## src/shared/rsq_pkg.sv

```systemverilog
// constants, field positions and types shared by the reset sequencer
package rsq_pkg;

   // ----------------------------------------------------------
   // clock and timing
   // ----------------------------------------------------------
   localparam int CLK_MHZ = 25;             // cpu clock rate in MHz
   localparam int RST_MIN_US = 250;         // least hardware reset width, us
   localparam int RST_MIN_CYC = RST_MIN_US * CLK_MHZ;  // whole us, no rounding
   localparam int GEN_MIN_CYC = 2;          // general group valid, earliest
   localparam int GEN_MAX_CYC = 8;          // general group valid, latest
   localparam int GEN_VALID_CYC = 4;        // chosen point inside the window
   localparam int EE_MAX_CYC = 11;          // eeprom pins valid, latest
   localparam int EE_VALID_CYC = 6;         // chosen point below the limit
   localparam int MEM_MAX_E = 20;           // memory group, memory-clock part
   localparam int MEM_VALID_E = 16;         // memory edges before valid
   localparam int WARM_CYC = 16;            // length of a warm reset pulse

   // ----------------------------------------------------------
   // widths
   // ----------------------------------------------------------
   localparam int CNT_W = 16;               // reset width counter
   localparam int REL_W = 4;                // cycles since release
   localparam int E_W = 5;                  // memory edges since release
   localparam int IRQ_N = 4;                // external interrupt lines
   localparam int ADDR_W = 4;               // avalon byte address bits

   // ----------------------------------------------------------
   // synchroniser bit positions
   // ----------------------------------------------------------
   localparam int SY_HWRST_N = 0;
   localparam int SY_HBRST = 1;
   localparam int SY_EMU = 2;
   localparam int SY_HOST_EN = 3;
   localparam int SY_SP2 = 4;
   localparam int SY_NMI_N = 5;
   localparam int SY_IRQ0 = 6;
   localparam int SY_MEMCLK = 10;
   localparam int SY_ADDR0 = 11;
   localparam int SY_BORD = 15;
   localparam int SY_EEAI = 16;
   localparam int SY_HD5 = 17;
   localparam int SYNC_W = 18;
   // idle-high interrupt pins start high to avoid a false edge
   localparam logic [SYNC_W-1:0] SYNC_RST = 18'h003e0;

   // ----------------------------------------------------------
   // register map
   // ----------------------------------------------------------
   localparam logic [ADDR_W-1:0] REG_STATUS = 4'h0;
   localparam logic [ADDR_W-1:0] REG_CTRL = 4'h4;
   localparam int ST_CORE_RST = 0;
   localparam int ST_GEN_VALID = 1;
   localparam int ST_MEM_VALID = 2;
   localparam int ST_SHORT = 3;
   localparam int ST_BORD = 4;
   localparam int ST_EEAI = 5;
   localparam int ST_HD5 = 6;
   localparam int ST_HOST_EN = 7;
   localparam int ST_ADDR0 = 8;
   localparam int ST_WARM = 12;
   localparam int CT_RESTART = 0;
   localparam int CT_CLR_SHORT = 1;

   // sequencer states
   typedef enum logic [1:0] {
      ST_HW,
      ST_WARMING,
      ST_RUN
   } rsq_state_t;

endpackage

```

## src/shared/rsq_sync_if.sv

```systemverilog
// raw pin levels and their synchronised copies
`timescale 1ns/1ps
interface rsq_sync_if;
   logic [rsq_pkg::SYNC_W-1:0] raw;   // pin levels, asynchronous
   logic [rsq_pkg::SYNC_W-1:0] sync;  // after two flip-flops
   modport user (output raw, input sync);
   modport syncer (input raw, output sync);
endinterface

```

## src/rsq_pin_sync.sv

```systemverilog
// two-stage synchroniser for every asynchronous pin of the sequencer
`timescale 1ns/1ps
module rsq_pin_sync (
   input wire logic clk_in,
   input wire logic rst_in,
   rsq_sync_if.syncer pins
);

   // ----------------------------------------------------------
   // state
   // ----------------------------------------------------------
   logic [rsq_pkg::SYNC_W-1:0] meta;  // first stage, read by stage two only
   logic [rsq_pkg::SYNC_W-1:0] stable; // second stage
   logic [rsq_pkg::SYNC_W-1:0] next_meta;
   logic [rsq_pkg::SYNC_W-1:0] next_stable;

   // next values: plain shift
   always_comb begin
      next_meta = pins.raw;
      next_stable = meta;
   end

   // registers, reset to the idle pin levels
   always_ff @(posedge clk_in or posedge rst_in) begin
      if (rst_in) begin
         meta <= rsq_pkg::SYNC_RST;
         stable <= rsq_pkg::SYNC_RST;
      end else begin
         meta <= next_meta;
         stable <= next_stable;
      end
   end

   assign pins.sync = stable;

endmodule // rsq_pin_sync

```

## src/rsq_top.sv

```systemverilog
// reset sequencer: reset release, strap latch, pin groups, irq edges
`timescale 1ns/1ps

module rsq_top #(
   parameter int RST_MIN_CYC = rsq_pkg::RST_MIN_CYC,  // shorten in simulation
   parameter int WARM_CYC = rsq_pkg::WARM_CYC
) (
   input wire logic clk_in,
   input wire logic rst_in,
   input wire logic board_reset_n_in,
   input wire logic emu_reset_in,
   input wire logic host_bus_reset_in,
   input wire logic host_bus_enable_in,
   input wire logic serial_port2_select_in,
   input wire logic memory_if_clock_in,
   input wire logic nmi_n_in,
   input wire logic [rsq_pkg::IRQ_N-1:0] external_irq_line_n_in,
   input wire logic [3:0] boot_addr_strap_in,
   input wire logic byte_order_strap_in,
   input wire logic eeprom_autoinit_strap_in,
   input wire logic host_data5_strap_in,
   input wire logic [rsq_pkg::ADDR_W-1:0] avs_address_in,
   input wire logic avs_read_in,
   input wire logic avs_write_in,
   input wire logic [31:0] avs_writedata_in,
   input wire logic [3:0] avs_byteenable_in,
   output logic [31:0] avs_readdata_out,
   output logic avs_waitrequest_out,
   output logic core_reset_out,
   output logic host_if_reset_out,
   output logic mem_group_float_out,
   output logic gen_group_float_out,
   output logic eeprom_drive_low_out,
   output logic eeprom_float_out,
   output logic [3:0] boot_addr_out,
   output logic byte_order_out,
   output logic eeprom_autoinit_out,
   output logic host_data5_out,
   output logic short_reset_out,
   output logic nmi_event_out,
   output logic [rsq_pkg::IRQ_N-1:0] ext_irq_event_out
);

   // ----------------------------------------------------------
   // helpers
   // ----------------------------------------------------------
   // address match, shared by read mux and write decode
   function automatic logic hit(input logic [rsq_pkg::ADDR_W-1:0] a,
                                input logic [rsq_pkg::ADDR_W-1:0] off);
      hit = (a == off);
   endfunction

   // ----------------------------------------------------------
   // pin synchronisers
   // ----------------------------------------------------------
   rsq_sync_if pins ();  // raw and synced pin vector

   // every asynchronous pin enters here
   assign pins.raw = {host_data5_strap_in, eeprom_autoinit_strap_in,
                      byte_order_strap_in, boot_addr_strap_in,
                      memory_if_clock_in, external_irq_line_n_in,
                      nmi_n_in, serial_port2_select_in,
                      host_bus_enable_in, emu_reset_in,
                      host_bus_reset_in, board_reset_n_in};

   rsq_pin_sync u_sync (
      .clk_in(clk_in),
      .rst_in(rst_in),
      .pins(pins)
   );

   logic [rsq_pkg::SYNC_W-1:0] sy;  // synced copy, the only one read
   assign sy = pins.sync;

   logic hw_n;      // board reset, low while asserted
   logic host_en;   // host bus enable strap
   logic sp2_sel;   // serial port 2 selected
   assign hw_n = sy[rsq_pkg::SY_HWRST_N];
   assign host_en = sy[rsq_pkg::SY_HOST_EN];
   assign sp2_sel = sy[rsq_pkg::SY_SP2];

   // ----------------------------------------------------------
   // bus slave state
   // ----------------------------------------------------------
   logic ack;                  // one-cycle answer phase
   logic next_ack;
   logic [31:0] rdata;         // registered read data
   logic [31:0] next_rdata;
   logic req;                  // a request is on the bus
   logic wr_take;              // write takes effect this edge
   logic restart_wr;           // software warm reset strobe
   logic clr_short_wr;         // software clear of short flag

   assign req = avs_read_in | avs_write_in;
   // one wait cycle, then waitrequest drops for the answer edge
   assign avs_waitrequest_out = req & ~ack;
   assign avs_readdata_out = rdata;
   assign wr_take = avs_write_in & ack &
                    hit(avs_address_in, rsq_pkg::REG_CTRL) &
                    avs_byteenable_in[0];
   assign restart_wr = wr_take & avs_writedata_in[rsq_pkg::CT_RESTART];
   assign clr_short_wr = wr_take & avs_writedata_in[rsq_pkg::CT_CLR_SHORT];

   // ----------------------------------------------------------
   // sequencer state
   // ----------------------------------------------------------
   rsq_pkg::rsq_state_t state;        // current reset phase
   rsq_pkg::rsq_state_t next_state;
   logic [rsq_pkg::CNT_W-1:0] low_cnt;   // cycles reset held low
   logic [rsq_pkg::CNT_W-1:0] next_low_cnt;
   logic [rsq_pkg::CNT_W-1:0] warm_cnt;  // cycles into a warm reset
   logic [rsq_pkg::CNT_W-1:0] next_warm_cnt;
   logic [rsq_pkg::REL_W-1:0] rel_cnt;   // cpu cycles since release
   logic [rsq_pkg::REL_W-1:0] next_rel_cnt;
   logic [rsq_pkg::E_W-1:0] e_cnt;       // memory edges since release
   logic [rsq_pkg::E_W-1:0] next_e_cnt;
   logic e_prev;                         // last synced memory clock
   logic [3:0] boot_addr;                // latched straps
   logic [3:0] next_boot_addr;
   logic bord;
   logic next_bord;
   logic eeai;
   logic next_eeai;
   logic hd5;
   logic next_hd5;
   logic short_flag;                     // a reset pulse was too short, held until cleared
   logic next_short;
   logic warm_cause;                     // last reset was a warm one
   logic next_warm_cause;
   logic gen_valid;                      // general group driven
   logic next_gen_valid;
   logic mem_valid;                      // memory group driven
   logic next_mem_valid;
   logic ee_valid;                       // eeprom pins released
   logic next_ee_valid;
   logic emu_prev;                       // emulation request edge
   logic warm_req;                       // accepted warm request
   logic e_rise;                         // memory clock rising edge

   assign e_rise = sy[rsq_pkg::SY_MEMCLK] & ~e_prev;
   // host request only while host bus enabled
   // emulation request enters the same path
   assign warm_req = (restart_wr & host_en) |
                     (sy[rsq_pkg::SY_EMU] & ~emu_prev);

   // next values of the sequencer and the bus answer
   always_comb begin
      next_state = state;
      next_low_cnt = low_cnt;
      next_warm_cnt = warm_cnt;
      next_rel_cnt = rel_cnt;
      next_e_cnt = e_cnt;
      next_boot_addr = boot_addr;
      next_bord = bord;
      next_eeai = eeai;
      next_hd5 = hd5;
      next_short = short_flag;
      next_warm_cause = warm_cause;
      next_ack = req & ~ack;
      next_rdata = rdata;
      // clear first, so a set below wins in the same cycle
      if (clr_short_wr) begin
         next_short = 1'b0;
      end
      case (state)
         rsq_pkg::ST_HW: begin
            // measure the width, saturating at the least width
            if (low_cnt < RST_MIN_CYC[rsq_pkg::CNT_W-1:0]) begin
               next_low_cnt = low_cnt + 1'b1;
            end
            if (hw_n) begin
               // catch the straps on the release edge
               next_boot_addr = sy[rsq_pkg::SY_ADDR0 +: 4];
               next_bord = sy[rsq_pkg::SY_BORD];
               next_eeai = sy[rsq_pkg::SY_EEAI];
               next_hd5 = sy[rsq_pkg::SY_HD5];
               next_warm_cause = 1'b0;
               // pulse shorter than the least width is flagged
               if (low_cnt < RST_MIN_CYC[rsq_pkg::CNT_W-1:0]) begin
                  next_short = 1'b1;
               end
               next_rel_cnt = '0;
               next_e_cnt = '0;
               next_state = rsq_pkg::ST_RUN;
            end
         end
         rsq_pkg::ST_WARMING: begin
            // straps are not touched here
            if (!hw_n) begin
               next_low_cnt = '0;
               next_state = rsq_pkg::ST_HW;
            end else if (warm_cnt >= WARM_CYC[rsq_pkg::CNT_W-1:0]) begin
               next_rel_cnt = '0;
               next_e_cnt = '0;
               next_state = rsq_pkg::ST_RUN;
            end else begin
               next_warm_cnt = warm_cnt + 1'b1;
            end
         end
         rsq_pkg::ST_RUN: begin
            // release timers, saturating
            if (rel_cnt != '1) begin
               next_rel_cnt = rel_cnt + 1'b1;
            end
            if (e_rise && e_cnt != '1) begin
               next_e_cnt = e_cnt + 1'b1;
            end
            if (!hw_n) begin
               next_low_cnt = '0;
               next_state = rsq_pkg::ST_HW;
            end else if (warm_req) begin
               // same release path as a hardware reset
               next_warm_cnt = '0;
               next_warm_cause = 1'b1;
               next_state = rsq_pkg::ST_WARMING;
            end
         end
         default: begin
            next_state = rsq_pkg::ST_HW;
         end
      endcase
      // read answer, unmapped reads return zero
      if (req && !ack) begin
         if (hit(avs_address_in, rsq_pkg::REG_STATUS)) begin
            next_rdata = '0;
            next_rdata[rsq_pkg::ST_CORE_RST] = core_reset_out;
            next_rdata[rsq_pkg::ST_GEN_VALID] = gen_valid;
            next_rdata[rsq_pkg::ST_MEM_VALID] = mem_valid;
            next_rdata[rsq_pkg::ST_SHORT] = short_flag;
            next_rdata[rsq_pkg::ST_BORD] = bord;
            next_rdata[rsq_pkg::ST_EEAI] = eeai;
            next_rdata[rsq_pkg::ST_HD5] = hd5;
            next_rdata[rsq_pkg::ST_HOST_EN] = host_en;
            next_rdata[rsq_pkg::ST_ADDR0 +: 4] = boot_addr;
            next_rdata[rsq_pkg::ST_WARM] = warm_cause;
         end else begin
            next_rdata = '0;
         end
      end
   end

   // pin group timing, taken from the release timers
   always_comb begin
      next_gen_valid = 1'b0;
      next_mem_valid = 1'b0;
      next_ee_valid = 1'b0;
      if (next_state == rsq_pkg::ST_RUN && state == rsq_pkg::ST_RUN) begin
         // drive valid inside the 2..8 cycle window
         next_gen_valid = gen_valid |
            (rel_cnt >= rsq_pkg::GEN_VALID_CYC[rsq_pkg::REL_W-1:0]);
         // memory group after a count of memory edges
         next_mem_valid = mem_valid |
            (e_cnt >= rsq_pkg::MEM_VALID_E[rsq_pkg::E_W-1:0]);
         // eeprom pins well before the 11 cycle limit
         next_ee_valid = ee_valid |
            (rel_cnt >= rsq_pkg::EE_VALID_CYC[rsq_pkg::REL_W-1:0]);
      end
   end

   // registers; only the power-on reset clears them, never host bus reset
   always_ff @(posedge clk_in or posedge rst_in) begin
      if (rst_in) begin
         state <= rsq_pkg::ST_HW;
         low_cnt <= '0;
         warm_cnt <= '0;
         rel_cnt <= '0;
         e_cnt <= '0;
         e_prev <= 1'b0;
         emu_prev <= 1'b0;
         boot_addr <= '0;
         bord <= 1'b0;
         eeai <= 1'b0;
         hd5 <= 1'b0;
         short_flag <= 1'b0;
         warm_cause <= 1'b0;
         gen_valid <= 1'b0;
         mem_valid <= 1'b0;
         ee_valid <= 1'b0;
         ack <= 1'b0;
         rdata <= '0;
      end else begin
         state <= next_state;
         low_cnt <= next_low_cnt;
         warm_cnt <= next_warm_cnt;
         rel_cnt <= next_rel_cnt;
         e_cnt <= next_e_cnt;
         e_prev <= sy[rsq_pkg::SY_MEMCLK];
         emu_prev <= sy[rsq_pkg::SY_EMU];
         boot_addr <= next_boot_addr;
         bord <= next_bord;
         eeai <= next_eeai;
         hd5 <= next_hd5;
         short_flag <= next_short;
         warm_cause <= next_warm_cause;
         gen_valid <= next_gen_valid;
         mem_valid <= next_mem_valid;
         ee_valid <= next_ee_valid;
         ack <= next_ack;
         rdata <= next_rdata;
      end
   end

   // ----------------------------------------------------------
   // reset and pin group outputs
   // ----------------------------------------------------------
   // core reset covers hardware and warm phases alike
   assign core_reset_out = (state != rsq_pkg::ST_RUN);
   // host interface reset follows its own pin only
   assign host_if_reset_out = sy[rsq_pkg::SY_HBRST];
   // valid flags drop the cycle the phase leaves run
   assign gen_group_float_out = ~gen_valid;
   assign mem_group_float_out = ~mem_valid;
   // eeprom pins held low only with host bus on, port 2 off
   assign eeprom_drive_low_out = host_en & ~sp2_sel & ~ee_valid;
   assign eeprom_float_out = ~(host_en & ~sp2_sel) & ~gen_valid;
   assign boot_addr_out = boot_addr;
   assign byte_order_out = bord;
   assign eeprom_autoinit_out = eeai;
   assign host_data5_out = hd5;
   assign short_reset_out = short_flag;

   // ----------------------------------------------------------
   // interrupt edge detect
   // ----------------------------------------------------------
   // pins idle high; a falling edge of the synced level is an event.
   // pulses narrower than the sync window may be missed
   logic nmi_prev;
   logic [rsq_pkg::IRQ_N-1:0] irq_prev;
   logic next_nmi_ev;
   logic [rsq_pkg::IRQ_N-1:0] next_irq_ev;
   logic [rsq_pkg::IRQ_N-1:0] irq_now;

   assign irq_now = sy[rsq_pkg::SY_IRQ0 +: rsq_pkg::IRQ_N];

   // next event pulses from the synced levels
   always_comb begin
      next_nmi_ev = nmi_prev & ~sy[rsq_pkg::SY_NMI_N];
      next_irq_ev = irq_prev & ~irq_now;
   end

   // edge registers, idle high after reset
   always_ff @(posedge clk_in or posedge rst_in) begin
      if (rst_in) begin
         nmi_prev <= 1'b1;
         irq_prev <= '1;
         nmi_event_out <= 1'b0;
         ext_irq_event_out <= '0;
      end else begin
         nmi_prev <= sy[rsq_pkg::SY_NMI_N];
         irq_prev <= irq_now;
         nmi_event_out <= next_nmi_ev;
         ext_irq_event_out <= next_irq_ev;
      end
   end

endmodule // rsq_top

```

## config.mk

```make
export PLATFORM = sky130hd
export DESIGN_NAME = rsq_top
export DESIGN_NICKNAME = d
export VERILOG_FILES = /design/src/shared/rsq_pkg.sv /design/src/shared/rsq_sync_if.sv /design/src/rsq_pin_sync.sv /design/src/rsq_top.sv
export SDC_FILE = /design/constraint.sdc
export NUM_CORES = 1
export LEC_CHECK = 0
export BUFFER_PORTS_ARGS = -buffer_cell sky130_fd_sc_hd__buf_2
export CAP_MARGIN = 40
export CORE_MARGIN = 3
export CORE_UTILIZATION = 58
export DETAILED_ROUTE_END_ITERATION = 8
export HOLD_SLACK_MARGIN = 0.02
export PLACE_DENSITY = 0.85
export SLEW_MARGIN = 20
export SYNTH_ARGS = -nofsm -noshare
export SYNTH_HDL_FRONTEND = slang
export SYNTH_SLANG_ARGS = --single-unit
```

## constraint.sdc

```tcl
create_clock -name clk_in -period 10.11 [get_ports clk_in]
set_input_delay 2.022 -clock clk_in [delete_from_list [all_inputs] [get_ports clk_in]]
set_output_delay 2.022 -clock clk_in [all_outputs]
set_load 0.05 [all_outputs]
```

==> key figures <==
Critical path
  • Worst EP arrival: 3140 ps
  • Critical path capture point: avs_waitrequest_out
  • R2r setup slk: 7460 ps
  • Reg2reg start: state[0]$_DFF_PP0_
  • Crit Path Class: in2out
  • CP required: 8090 ps
  • Crit. Startpoint: avs_write_in
  • Reg-to-reg endpoint: warm_cnt[12]$_DFFE_PP0P_
  • Setup crit end kind: primary output
  • Crit path max fanout: 10
  • Worst reg-to-reg path cell count: 7
  • Startpoint Class: primary input

Finish
  • Share of layout cells above drive strength 1: 23.5%
  • Area delta synth->final: 19.1%
  • Total Nets Final: 586
  • # diodes: 0

STA
  • TNS Setup: 0 ps
  • Max Transition Viols Final: 0
  • Fmax: 0.194 GHz
  • Final Hold Viols: 0
  • Final worst slack: 4940 ps
  • Worst hold slack: 348 ps
  • Skew final: 11.2 ps
  • Final setup viols: 0
  • Fin crit share: 51.1%
  • Max_slew headroom: 42.3%
  • Final Critical Period: 5170 ps
  • Least-Margin Pin Slew: 866 ps
  • RSZ-0062 raised after global routing: false

Route
  • ANT nets after route: 0
  • First-pass detailed-route iteration total: 5
  • Drt via density: 6.06
  • Drt wl/cell: 18.9 um
  • Residual DRC: 0
  • Via count: 3827
  • Final WL: 12000 um
  • Iteration-0 DRC Markers: 392

Yosys
  • Number of flops mapped to enable cells by yosys: 0
  • Area contributors post-synth: dfrtp_1 52%, dfstp_2 8.0%, buf_4 2.9%, ha_1 2.5%, nand3_1 2.5%
  • Synth async-reset ratio: 100%
  • Main synth FF type: dfrtp_1
  • Cell variety after synth: 48
  • Number of synthesized register bits: 117
  • Register area share after synthesis: 59.6%
  • Count leader, synth: dfrtp_1
  • Top cells by count, synth: 102 x dfrtp_1, 32 x nand2_1, 25 x nand3_1
  • Yosys warns: 0
  • Share of the synthesized area in the top cell type: 51.6%
  • Leading area contributor after synthesis: dfrtp_1
  • Post-Syn Area per Cell: 11.2 um2
  • Syn Std Cell Area: 4940 um2
  • Post-synthesis cell count: 441

GRT
  • First-pass GRT wire length: 19500 um
  • Met3 Use GR: 7.21%
  • Largest net degree at the start of global routing: 53
  • Met2 GRT Util: 43.6%
  • Number of global-route vias before repair: 3894
  • Antenna violations before repair: 0
  • Busiest layer in global routing: met2
  • Gr usage total: 25.9%
  • Met1 usage: 31.1%
  • Overflow after GRT: 0

Floorplan
  • Placement row count: 33
  • I/O pins: 114
  • Chip Height: 98.3 um
  • Total die area: 9660 um2
  • Die X-Extent: 98.3 um
  • Initial Utilization: 59.8%
  • Core area: 8260 um2

Clock network
  • Hold buffers post-CTS: 0
  • CTS root buf: clkbuf_8
  • Cts bufs inserted: 17
  • Clock net sink count: 117
  • Reg clk slew, reported paths: 60 ps
  • Clk Latency, worst-skew pair: 530 ps
  • CTS tree: done
  • CTS H-Tree Depth: 4
  • Post-cts sizing count: 0
  • Post-CTS Setup Inserts: 0
  • Clock tree buffer depth: 2

Pwr
  • Peak VDD IR: 130 uV
  • Power Dens Cells: 260 nW/um2
  • Static leakage: 2.76 nW

Placement
  • Pre-CTS WS: 5010 ps
  • Post-DP HPWL: 7250 um
  • Final Wtd Congestion: 0.868
  • Port bufs: 61

Run
  • Max-Cap Viols: 0

Worst hold path
  • Worst Hold Class: reg2reg

Outcome
  • Status: completed
[worst max-delay path, cell delays in order]
cell      delay (ps)
buf_2            110
o21bai_1         430
buf_4            290
inv_1             70
buf_2            210
[worst min-delay path by stage]
stage,start,endpoint,slack [ps],cells after the start
after floorplan,u_sync.meta[0]$_DFF_PP0_,u_sync.pins.sync[0]$_DFF_PP0_,330,0
final,u_sync.meta[4]$_DFF_PP0_,u_sync.pins.sync[4]$_DFF_PP0_,350,0
after detailed placement,u_sync.meta[0]$_DFF_PP0_,u_sync.pins.sync[0]$_DFF_PP0_,330,0
after global placement,u_sync.meta[11]$_DFF_PP0_,u_sync.pins.sync[11]$_DFF_PP0_,330,0
after global routing,u_sync.meta[9]$_DFF_PP1_,u_sync.pins.sync[9]$_DFF_PP1_,350,0
after CTS,u_sync.meta[15]$_DFF_PP0_,u_sync.pins.sync[15]$_DFF_PP0_,350,0
[logic make-up (layout without fill, tap and decap cells)]
group	after synthesis	count (layout)	share of synthesized area, %
and+or+nand+nor	155	155	16.7
DFF	117	117	59.6
AOI/OAI and AO/OA	96	96	13.3
buffers and inverters	52	120	5.54
adders and majority gates	10	10	2.53
muxes	9	9	2.03
other	1	19	0.0759
xor gates and xnor gates	1	1	0.177
[stage by stage]
step,cells,total power (W),area (um2),util [%]
floorplan,459,0.000857,5010,-
global placement,597,0.000921,5270,63.8
detailed placement,599,0.000944,5310,64.3
CTS,631,0.00153,5870,71.1
global route,632,0.00159,5890,71.3
finish,632,0.00153,5890,71.3
[power by group]
| part | total (W) | internal (W) | switching, W |
|---|---|---|---|
| registers | 0.000584 | 0.000526 | 0.0000587 |
| logic | 0.000375 | 0.000108 | 0.000267 |
| clock network | 0.000570 | 0.000342 | 0.000229 |
| total | 0.00153 | 0.000976 | 0.000554 |
[metal layers]
metal | wire length, um | up-vias
met5 | 0 | -
li1 | - | 1727
met3 | 834 | 33
met4 | 285 | 0
met2 | 6140 | 174
met1 | 4700 | 1893
[state kept, by name, indices dropped and copies added (netlist names), 2 cells and up]
signal and flops:
state 2, u_sync.pins.sync 18, low_cnt 16, avs_readdata_out 13, irq_prev 4, warm_cnt 16, ext_irq_event_out 4, boot_addr_out 4
e_cnt 5, rel_cnt 4, u_sync.meta 18
[final cells by class]
class / instances / area (um2)
inverters: 22 / 85.1
clock buffers: 19 / 442
repair buffers: 66 / 368
multi-input cells: 290 / 1790
clock inverters: 13 / 124
fillers: 514 / 2370
flip-flops and latches: 117 / 2950
well taps: 105 / 131
[layout by cell type (no fill, tap or decap), types with 3 or more instances in the layout]
cell type	synthesis	layout
a21oi_1	21	21
a221o_1	6	6
a22o_1	12	12
and2_1	3	3
and3_1	4	4
buf_2	0	61
buf_4	19	3
clkbuf_16	0	16
clkbuf_8	0	3
clkinv_2	0	3
clkinv_4	0	6
conb_1	1	19
dfrtp_1	102	102
dfstp_2	15	15
ha_1	10	10
inv_1	22	21
inv_6	0	3
mux2_2	8	8
nand2_1	32	32
nand3_1	25	25
nand4_1	14	14
nor2_1	22	22
nor2b_1	6	6
nor3_1	13	13
nor3b_1	7	7
nor4_1	4	4
o21a_1	10	10
o21ai_0	21	21
o31ai_1	10	10
or2_2	3	3
or4_1	14	14
Note: power is estimated with default switching activity, not from simulation.
